<file path="src/rtl/lsf_pkg.sv">
package lsf_pkg;

    // Clock rate of the flag logic.
    localparam int unsigned CLK_MHZ          = 250;
    // Least PWM high time that releases start-up, in nanoseconds.
    localparam int unsigned PWM_MIN_NS       = 200;
    localparam int unsigned PWM_MIN_CYC      = (PWM_MIN_NS * CLK_MHZ + 999) / 1000;
    // Default blanking delay after each PWM enable, in nanoseconds.
    localparam int unsigned BLANK_NS         = 1000;
    localparam int unsigned BLANK_CYC        = (BLANK_NS * CLK_MHZ + 999) / 1000;
    // Default number of LED strings.
    localparam int unsigned NUM_STRINGS      = 4;
    // Width of the blanking and pulse counters.
    localparam int unsigned CNT_W            = 16;
    // Reset value of a fault output: released, pulled high.
    localparam logic        FLAG_RELEASED    = 1'b1;

    // Start-up sequence states.
    typedef enum logic [1:0]
    {
        ST_LOCKOUT,
        ST_WAIT_PWM,
        ST_RUN
    } lsf_phase_type;

endpackage

</file>
<file path="src/rtl/lsf_blank_if.sv">
// Carries the blanking state from the blanking counter to the flag logic.
interface lsf_blank_if;
    logic pwm_rise;
    logic armed;

    modport ctrl (output pwm_rise, input armed);
    modport blank (input pwm_rise, output armed);
endinterface

</file>
<file path="src/rtl/lsf_blank.sv">
// Blanking timer: after each PWM rise, holds detection off for BLANK_CYC cycles.
module lsf_blank #(
    parameter int unsigned BLANK_CYC = lsf_pkg::BLANK_CYC
) (
    input  wire logic  ref_clk_i,
    input  wire logic  resetn_i,
    input  wire logic  pwm_i,
    lsf_blank_if.blank bif
);

    typedef struct packed
    {
        logic [lsf_pkg::CNT_W-1:0] cnt;
        logic                      armed;
    } lsf_blank_state_type;

    lsf_blank_state_type st_reg;
    lsf_blank_state_type st_next;

    // Refuse a blanking length that the counter cannot hold.
    if (BLANK_CYC < 1 || BLANK_CYC >= (1 << lsf_pkg::CNT_W))
    begin : g_bad_blank
        $error("BLANK_CYC out of range");
    end

    // A rise restarts the count; low PWM disarms at once so the next enable is blanked again.
    always_comb
    begin
        st_next = st_reg;
        if (!pwm_i)
        begin
            st_next.cnt   = '0;
            st_next.armed = 1'b0;
        end
        else if (bif.pwm_rise)
        begin
            st_next.cnt   = lsf_pkg::CNT_W'(BLANK_CYC - 1);
            st_next.armed = 1'b0;
        end
        else if (st_reg.cnt != '0)
        begin
            st_next.cnt = st_reg.cnt - 1'b1;
        end
        else
        begin
            st_next.armed = 1'b1; // see RQ3, see RQ8
        end
    end

    // State register.
    always_ff @(posedge ref_clk_i or negedge resetn_i)
    begin
        if (!resetn_i)
        begin
            st_reg <= '0;
        end
        else
        begin
            st_reg <= st_next;
        end
    end

    assign bif.armed = st_reg.armed;

endmodule

</file>
<file path="src/rtl/lsf_fault_flags.sv">
// Behaviour
// RQ1: Open-string fault output pulls low when any string is open in normal run.
// RQ2: Open detection acts only while PWM is high.
// RQ3: Open flag waits a blanking delay after each PWM enable.
// RQ4: Open detection stays off throughout start-up.
// RQ5: Short fault output pulls low when any sink is shorted to boost output.
// RQ6: A shorted string's sink is disabled at once; others keep running.
// RQ7: Short detection acts only while PWM is high.
// RQ8: Short flag waits a blanking delay after each PWM enable.
// RQ9: Short fault output stays released throughout start-up.
// RQ10: Start-up waits for a first PWM high pulse of at least 200 ns.
// RQ11: Undervoltage or shutdown stops switching and re-enters start-up.
// RQ12: Fault outputs release whenever fault absent, gated, blanked or in start-up.
module lsf_fault_flags #(
    parameter int unsigned NUM_STRINGS = lsf_pkg::NUM_STRINGS,
    parameter int unsigned BLANK_CYC   = lsf_pkg::BLANK_CYC
) (
    input  wire logic                   ref_clk_i,
    input  wire logic                   resetn_i,
    input  wire logic                   pwm_i,
    input  wire logic                   supply_ok_i,
    input  wire logic                   shutdown_ok_i,
    input  wire logic [NUM_STRINGS-1:0] string_open_i,
    input  wire logic [NUM_STRINGS-1:0] string_short_i,
    output logic                        switch_en_o,
    output logic                        soft_start_o,
    output logic [NUM_STRINGS-1:0]      sink_en_o,
    output logic                        open_string_fault_n_o,
    output logic                        open_string_fault_n_oe_o,
    output logic                        shorted_string_fault_n_o,
    output logic                        shorted_string_fault_n_oe_o
);

    typedef struct packed
    {
        lsf_pkg::lsf_phase_type    phase;
        logic [lsf_pkg::CNT_W-1:0] pulse_cnt;
        logic                      pwm_d;
        logic                      switch_en;
        logic                      soft_start;
        logic [NUM_STRINGS-1:0]    sink_off;
        logic [NUM_STRINGS-1:0]    sink_en;
        logic                      open_drive;
        logic                      short_drive;
    } lsf_state_type;

    lsf_state_type st_reg;
    lsf_state_type st_next;
    lsf_blank_if   bif ();
    logic          power_ok;
    logic          detect_ok;

    // Refuse string counts that the sink vector and the fault OR cannot serve.
    if (NUM_STRINGS < 1 || NUM_STRINGS > 32)
    begin : g_bad_strings
        $error("NUM_STRINGS out of range");
    end

    lsf_blank #(
        .BLANK_CYC (BLANK_CYC)
    ) u_blank (
        .ref_clk_i (ref_clk_i),
        .resetn_i  (resetn_i),
        .pwm_i     (pwm_i),
        .bif       (bif)
    );

    // A PWM rise seen against the registered copy starts each blanking window.
    assign bif.pwm_rise = pwm_i && !st_reg.pwm_d;
    assign power_ok     = supply_ok_i && shutdown_ok_i;
    // Detection needs normal run, PWM high and the blanking window passed.
    assign detect_ok    = (st_reg.phase == lsf_pkg::ST_RUN) && pwm_i && bif.armed; // see RQ2, see RQ7, see RQ4

    // Start-up sequence, sink control and flag drive.
    always_comb
    begin
        st_next       = st_reg;
        st_next.pwm_d = pwm_i;
        case (st_reg.phase)
            lsf_pkg::ST_LOCKOUT:
            begin
                st_next.switch_en  = 1'b0;
                st_next.soft_start = 1'b1;
                st_next.pulse_cnt  = '0;
                if (power_ok)
                begin
                    st_next.phase = lsf_pkg::ST_WAIT_PWM;
                end
            end
            lsf_pkg::ST_WAIT_PWM:
            begin
                // Count consecutive PWM high cycles; a short glitch does not release start-up.
                if (!pwm_i)
                begin
                    st_next.pulse_cnt = '0;
                end
                else if (st_reg.pulse_cnt < lsf_pkg::CNT_W'(lsf_pkg::PWM_MIN_CYC - 1))
                begin
                    st_next.pulse_cnt = st_reg.pulse_cnt + 1'b1;
                end
                else
                begin
                    st_next.phase      = lsf_pkg::ST_RUN; // see RQ10
                    st_next.switch_en  = 1'b1;
                    st_next.soft_start = 1'b0;
                end
            end
            lsf_pkg::ST_RUN:
            begin
                st_next.switch_en  = 1'b1;
                st_next.soft_start = 1'b0;
            end
            default:
            begin
                st_next.phase = lsf_pkg::ST_LOCKOUT;
            end
        endcase

        // Undervoltage or shutdown overrides everything but the flag drives in the same cycle.
        if (!power_ok)
        begin
            st_next.phase      = lsf_pkg::ST_LOCKOUT; // see RQ11
            st_next.switch_en  = 1'b0;
            st_next.soft_start = 1'b1;
            st_next.pulse_cnt  = '0;
        end

        // A shorted sink stays off until start-up is re-entered; this guards against
        // re-enabling into a hard short every PWM period.
        if (detect_ok)
        begin
            st_next.sink_off = st_reg.sink_off | string_short_i; // see RQ6
        end
        if (st_next.phase != lsf_pkg::ST_RUN)
        begin
            st_next.sink_off = '0;
        end

        // Sink enables are registered so the sink gates never see a combinational glitch.
        st_next.sink_en = ~st_next.sink_off & {NUM_STRINGS{st_next.switch_en}}; // see RQ6

        // Flags pull low only while detection is allowed and a fault is present.
        st_next.open_drive  = detect_ok && (|string_open_i); // see RQ1, see RQ12
        st_next.short_drive = detect_ok && (|string_short_i); // see RQ5, see RQ8, see RQ9
    end

    // State register.
    always_ff @(posedge ref_clk_i or negedge resetn_i)
    begin
        if (!resetn_i)
        begin
            st_reg            <= '0;
            st_reg.phase      <= lsf_pkg::ST_LOCKOUT;
            st_reg.soft_start <= 1'b1;
        end
        else
        begin
            st_reg <= st_next;
        end
    end

    // Open-collector pins: the low level is constant, the enable carries the flag.
    assign open_string_fault_n_o       = ~lsf_pkg::FLAG_RELEASED;
    assign shorted_string_fault_n_o    = ~lsf_pkg::FLAG_RELEASED;
    assign open_string_fault_n_oe_o    = st_reg.open_drive;
    assign shorted_string_fault_n_oe_o = st_reg.short_drive;
    assign switch_en_o                 = st_reg.switch_en;
    assign soft_start_o                = st_reg.soft_start;
    assign sink_en_o                   = st_reg.sink_en;

    // Assertions; outputs are registered, so effects are checked one edge or more after their cause; a_wait_holds_off compares phase and outputs at the same edge.
    a_open_needs_run: assert property (@(posedge ref_clk_i) disable iff (!resetn_i) // see RQ4
        open_string_fault_n_oe_o |-> $past(st_reg.phase) == lsf_pkg::ST_RUN)
        else $error("open flag driven outside run");
    a_short_needs_run: assert property (@(posedge ref_clk_i) disable iff (!resetn_i) // see RQ9
        shorted_string_fault_n_oe_o |-> $past(st_reg.phase) == lsf_pkg::ST_RUN)
        else $error("short flag driven outside run");
    a_open_pwm_gate: assert property (@(posedge ref_clk_i) disable iff (!resetn_i) // see RQ2
        !pwm_i |=> !open_string_fault_n_oe_o)
        else $error("open flag driven with pwm low");
    a_short_pwm_gate: assert property (@(posedge ref_clk_i) disable iff (!resetn_i) // see RQ7
        !pwm_i |=> !shorted_string_fault_n_oe_o)
        else $error("short flag driven with pwm low");
    a_open_blanked: assert property (@(posedge ref_clk_i) disable iff (!resetn_i) // see RQ3
        bif.pwm_rise |=> !open_string_fault_n_oe_o [*2])
        else $error("open flag inside blanking");
    a_short_blanked: assert property (@(posedge ref_clk_i) disable iff (!resetn_i) // see RQ8
        bif.pwm_rise |=> !shorted_string_fault_n_oe_o [*2])
        else $error("short flag inside blanking");
    a_blank_disarm: assert property (@(posedge ref_clk_i) disable iff (!resetn_i) // see RQ3
        bif.pwm_rise |=> !bif.armed)
        else $error("blanking not restarted on pwm rise");
    a_open_flag_set: assert property (@(posedge ref_clk_i) disable iff (!resetn_i) // see RQ1
        detect_ok && (|string_open_i) |=> open_string_fault_n_oe_o)
        else $error("open fault not flagged");
    a_short_flag_set: assert property (@(posedge ref_clk_i) disable iff (!resetn_i) // see RQ5
        detect_ok && (|string_short_i) |=> shorted_string_fault_n_oe_o)
        else $error("short fault not flagged");
    a_short_sink_off: assert property (@(posedge ref_clk_i) disable iff (!resetn_i) // see RQ6
        detect_ok && string_short_i[0] && power_ok |=> !sink_en_o[0])
        else $error("shorted sink left on");
    a_sink_latched: assert property (@(posedge ref_clk_i) disable iff (!resetn_i) // see RQ6
        (detect_ok && string_short_i[NUM_STRINGS-1] && power_ok) ##1 power_ok |=> !sink_en_o[NUM_STRINGS-1])
        else $error("shorted sink re-enabled in run");
    a_lockout_stop: assert property (@(posedge ref_clk_i) disable iff (!resetn_i) // see RQ11
        !power_ok |=> !switch_en_o && soft_start_o)
        else $error("switching after lockout");
    a_release_pulse: assert property (@(posedge ref_clk_i) disable iff (!resetn_i) // see RQ10
        $rose(switch_en_o) |-> $past(pwm_i, 1) && $past(pwm_i, 2))
        else $error("start released without pwm pulse");
    a_wait_holds_off: assert property (@(posedge ref_clk_i) disable iff (!resetn_i) // see RQ10
        st_reg.phase != lsf_pkg::ST_RUN |-> !switch_en_o && soft_start_o)
        else $error("switching before start-up release");
    a_flags_released: assert property (@(posedge ref_clk_i) disable iff (!resetn_i) // see RQ12
        !detect_ok |=> !open_string_fault_n_oe_o && !shorted_string_fault_n_oe_o)
        else $error("flag driven while detection off");

    c_start_release: cover property (@(posedge ref_clk_i) disable iff (!resetn_i) $rose(switch_en_o));
    c_open_flag: cover property (@(posedge ref_clk_i) disable iff (!resetn_i) $rose(open_string_fault_n_oe_o));
    c_short_flag: cover property (@(posedge ref_clk_i) disable iff (!resetn_i) $rose(shorted_string_fault_n_oe_o));
    c_relockout: cover property (@(posedge ref_clk_i) disable iff (!resetn_i) $fell(switch_en_o));
    c_sink_cut: cover property (@(posedge ref_clk_i) disable iff (!resetn_i)
        shorted_string_fault_n_oe_o && !sink_en_o[0] && switch_en_o);

endmodule

</file>
<file path="config.mk">
export PLATFORM = sky130hd
export DESIGN_NAME = lsf_fault_flags
export DESIGN_NICKNAME = d
export VERILOG_FILES = /design/src/rtl/lsf_pkg.sv /design/src/rtl/lsf_blank_if.sv /design/src/rtl/lsf_blank.sv /design/src/rtl/lsf_fault_flags.sv
export SDC_FILE = /design/constraint.sdc
export NUM_CORES = 1
export LEC_CHECK = 0
export ABC_CLOCK_PERIOD_IN_PS = 2190
export BUFFER_PORTS_ARGS = -buffer_cell sky130_fd_sc_hd__buf_4
export CAP_MARGIN = 15
export CORE_AREA = 2 2 88 90
export CTS_CLUSTER_SIZE = 25
export DETAILED_ROUTE_END_ITERATION = 12
export DIE_AREA = 0 0 90 92
export HOLD_SLACK_MARGIN = 0.15
export PLACE_DENSITY = 0.51
export SYNTH_ARGS = -nofsm -noshare
export SYNTH_HDL_FRONTEND = slang
export SYNTH_SLANG_ARGS = --single-unit
</file>
<file path="constraint.sdc">
create_clock -name ref_clk_i -period 2.19 [get_ports ref_clk_i]
set_input_delay 0.219 -clock ref_clk_i [delete_from_list [all_inputs] [get_ports ref_clk_i]]
set_output_delay 0.219 -clock ref_clk_i [all_outputs]
set_load 0.05 [all_outputs]
</file>
### Word level (Yosys, flattened, before mapping)

Index checks and enable logic that the tools add are counted.

| word-level totals | value |
|---|---|
| bits in registers | 48 |
| bits of input ports | 13 |
| output and inout bits | 10 |
| word-level logic and storage cells | 57 |

| cells by class | value |
|---|---|
| add/sub/neg operators | 2 |
| magnitude comparators | 1 |
| equal/unequal tests | 10 |
| multiplexer cells | 17 |
| bitwise gates (word level) | 3 |
| reduce and logical (&&, ||, !) cells | 13 |

Operator list:

| operator | count |
|---|---|
| two-way mux 16 bit | 3 |
| two-way mux 17 bit | 2 |
| case mux 16 bit (2 select lines) | 1 |
| two-way mux 18 bit | 1 |
| adder 16 x 1 -> 16 bit, second input constant | 1 |
| < comparator 16 x 6 -> 1 bit, second input constant | 1 |
| nonzero test 16 bit | 1 |
| subtractor 16 x 1 -> 16 bit, second input constant | 1 |
| case mux 2 bit (3 select lines) | 2 |
| two-way mux 2 bit | 5 |
| != test 3 bit, second input constant | 3 |
| two-way mux 4 bit | 2 |
| OR reduction 4 bit | 2 |
| logical AND 1 bit | 6 |
| != test 3 x 1 -> 1 bit, second input constant | 2 |
| bitwise AND 4 bit | 1 |
| != test 4 x 1 -> 1 bit, second input constant | 1 |
| != test 4 bit, second input constant | 1 |
| NOT 4 bit | 1 |
| bitwise OR 4 bit | 1 |
| AND reduction 3 bit | 1 |
| equality test 2 x 1 -> 1 bit, second input constant | 1 |
| equality test 2 bit, second input constant | 1 |
| logical NOT 2 bit | 1 |
| 4 further kinds | 4 |

### Depth between registers and ports, before layout

| logic depth | value |
|---|---|
| word-level depth | 9 |
| gate-level depth with buffers | 8 |
| gate-level depth less buffers | 7 |

### By module

A second synthesis with hierarchy kept.

| second synthesis, totals | value |
|---|---|
| cell total of the unflattened synthesis | 224 |
| area, all modules | 2308.5 sq um |

Modules (own cells, without submodules):

| module | times used | cells each | area each (sq um) | sequential area each (sq um) |
|---|---|---|---|---|
| lsf_fault_flags | 1 | 122 | 1341.3 | 777.0 |
| lsf_blank | 1 | 102 | 967.2 | 425.4 |

### Worst setup path before layout

OpenSTA, ideal clock, no wires.

| timing | value |
|---|---|
| path kind | reg2reg |
| start | register u_blank.st_reg[1] (netlist bit) |
| end | register u_blank.st_reg[8] (netlist bit) |
| setup time | 0.135 ns |
| arrival | 1.839 ns |
| required time | 2.055 ns |
| setup slack | 0.216 ns |
| cell stages (with the launch flop) | 9 |
| buffers on the path | 1 |
| period minus slack after synthesis | 1.974 ns |
| cell sequence | dfrtp_1 inv_1 ha_1 or3b_2 buf_2 nor4_2 nor2_1 xnor2_1 a21oi_1 |

| on the way | value |
|---|---|
| longest elaborated chain between the ends | 4 |
| elaborated cells on any way between the ends | 6 |
| classes of those cells | add/sub: 1; eq/ne: 1; mux: 3; reduce/logical: 1 |

Ends and longest elaborated chain:

| item | line | text |
|---|---|---|
| from (decl) | lsf_blank.sv:17 | `lsf_blank_state_type st_reg;` |
| from (signal assigned) | lsf_blank.sv:59 | `st_reg <= st_next;` |
| subtractor 16 x 1 -> 16 bit | lsf_blank.sv:42 | `st_next.cnt = st_reg.cnt - 1'b1;` |
| two-way mux 16 bit | lsf_blank.sv:40 | `else if (st_reg.cnt != '0)` |
| two-way mux 17 bit | lsf_blank.sv:35 | `else if (bif.pwm_rise)` |
| two-way mux 17 bit | lsf_blank.sv:30 | `if (!pwm_i)` |

Several ways; a longest one is shown, not always the timed one. The select of a mux whose other input is x is not followed.
A chain may end at the register's enable or synchronous reset.

### Final worst setup path

| timing | value |
|---|---|
| start | register u_blank.st_reg[2] (netlist bit) |
| end | register u_blank.st_reg[11] (netlist bit) |

Same word-level chain as after synthesis.

==> flow_summary.ini <==
[logic_synthesis]
netlist_area_um2 = 2221
synth.yosys.seq_area_share_pct = 54.14
ys_top_cells_by_area = dfrtp_1 53%, nor2_1 3.9%, a21oi_1 3.2%
ys_types = 50
synth_ff_type = dfrtp_1
synth_largest_area_cell = dfrtp_1
synthArstFlopShare_pct = 100.0
yosysWarnings = 0
syn_area_per_cell_um2 = 10.38
syn_inst = 214
synth_seq_cells = 48
yosysTopAreaCellShare_pct = 52.96
synth-edff-count = 0

[grt]
grt_pass1_vias = 1548
grt_max_degree = 49
grt.total_usage_pct = 10.92
grt_pass1_wl_um = 7314
grt_overflow = 0
antenna_found_initial = 0

[sta]
clock.fmax_mhz = 521.0
setup_viol = 0
rsz0062_at_grt = no
hold_viol_final = 0
relSlewSlack_pct = 59.24
setup-tns-final_ns = 0
min_period_ns = 1.919
slew_viol_final = 0
clock_skew_ns = 0.005245
timing.final.crit_share_pct = 87.65
whs_ns = 0.2075
tightest_slew_ns = 0.6114

[place]
dp_hpwl_um = 2851
gp_congestion = 0.8152
numPlacedInstances = 325
port_buffers = 20

[clock_network]
clk_latency_ns = 0.31
cts_tree = built
clk_pin_slew_ns = 0.10
htree_levels = 2
numClockSinks = 48
clk_path_buf_depth = 2
cts_buffers = 5
cts-root-buf = clkbuf_8

[setup_path]
worstSetupPathType = flip-flop to flip-flop
worst-path-buf-inv = 1
arrival_ns = 2.15
cp_slowest_stage_delay_ns = 0.47
start_kind = flip-flop
required_ns = 2.42
crit_path_max_fanout = 8
cpMaxStageDelayCell = or3b_4
crit_family = simple AND/OR/NAND/NOR gates
end_kind = flip-flop
cp_cell_sequence = inv_1 -> ha_1 -> or3b_4 -> nor2_4 -> nand2_1 -> or3_1 -> a21oi_1

[die]
die_w_um = 90
row_count = 32
start_util_pct = 29.82
die_area_um2 = 8280
core-area_um2 = 7447
die_y_um = 92
num_io_pins = 23

[routing]
routedWlPerCell_um = 12.32
vias = 1536
first_pass_iters = 4
drc_errors = 0
drt_first_iter_violations = 52
drt_wl_total_um = 4176
via_per_inst = 4.531
antenna_left = 0

[final_layout]
drive_above_1_share_pct = 18.14
diodes = 0
fillers = 769
fin_cells = 339
largest_reg_flops = 23
syn2layout_area_growth_pct = 18.37
fin_nets = 252
final_util_pct = 35.30

[run]
drv_cap = 0

[worst_hold_path]
hp-class = input pin to flip-flop

[pwr]
powerDensity_nw_per_um2 = 685.9
p_leak_nw = 1.174
ir_drop_v = 0.0003720

[status]
status = finished clean
[area by class of cell]
class	count	area [um2]	area share, %
well taps	102	127.6	4.855
multi-input cells	145	927.1	35.27
repair buffers	28	225.2	8.567
inverters	8	30.03	1.142
clock inverters	3	47.55	1.809
clock buffers	5	68.82	2.618
flip-flops and latches	48	1202	45.74
[cell usage after synthesis (all sizes together), types with 2 or more instances]
library cell and n:
clkbuf 7, inv 8, nor2 24, ha 3, xnor2 7, or4 2
o21bai 2, dfrtp 47, o41a 2, o21ai 6, and2 11, nor3 8
buf 7, a31oi 3, nand2 17, nor4 7, nand3b 2, or3 6
a211oi 3, nand2b 3, nand3 5, o21a 2, a21oi 15
[layout by cell type (no fill, tap or decap), types with 3 or more instances in the layout]
cell,n
a211oi_1,3
a21oi_1,14
a31oi_1,3
and2_1,10
buf_4,22
clkbuf_8,5
dfrtp_1,47
dlygate4sd3_1,6
ha_1,3
inv_1,8
nand2_1,17
nand2b_1,3
nand3_1,5
nor2_1,23
nor3_1,6
nor4_1,5
o21ai_0,6
or3_1,5
xnor2_1,7
[through the flow]
stage | instance area, um2 | worst slack [ns] | total power, mW
CTS | 2618 | 0.1219 | 1.822
detailed placement | 2441 | 0.1427 | 1.143
finish | 2629 | 0.2706 | 1.803
floorplan | 2225 | 0.2161 | 1.083
global route | 2629 | 0.09153 | 1.892
global placement | 2441 | 0.1683 | 1.143
[per-layer routing]
metal	global-route usage, %	share of wire (%)
met1	13.74	47
met2	18.55	50
met3	2.712	1.8
met4	3.462	1.3
met5	0	0
[tightest hold or removal path, delay by kind of cell]
family	cells	cell delay [ns]
compound gates	1	0.05
simple gates	1	0.11
buf+inv	1	0.09
[power by group]
part / leakage [nW] / internal [mW] / switching, mW
registers: 0.653 / 0.906 / 0.0226
logic: 0.463 / 0.0884 / 0.117
clock network: 0.0583 / 0.344 / 0.325
[worst paths after layout]
kind / startpoint / to / slack (ns) / cells after the start
min in group asynchronous: resetn_i / u_blank.st_reg[1] / 0.46 / 2
hold / removal: string_short_i[1] / st_reg[7] / 0.21 / 3
max in group asynchronous: resetn_i / st_reg[8] / 1.31 / 2
setup / recovery: u_blank.st_reg[2] / u_blank.st_reg[11] / 0.27 / 7
hold reg to reg: st_reg[20] / st_reg[20] / 0.49 / 1
setup reg to reg: u_blank.st_reg[2] / u_blank.st_reg[11] / 0.27 / 7
[logic make-up after synthesis]
| logic type | count (synthesis) | synth area share [%] |
|---|---|---|
| simple gates | 92 | 24.28 |
| flops | 48 | 54.14 |
| compound gates | 40 | 11.78 |
| buf+inv | 22 | 4.789 |
| xor+xnor | 8 | 3.155 |
| fa+ha+maj | 3 | 1.690 |
| other cells | 1 | 0.1689 |
[what timing repair did]
action	4_1_cts	5_1_grt
endpoints found under the hold margin	50	0
endpoints found under the setup margin	0	4
buffers inserted	0	0
gates resized for setup	0	2
hold buffers	6	0
Note: power is estimated with default switching activity, not from simulation.
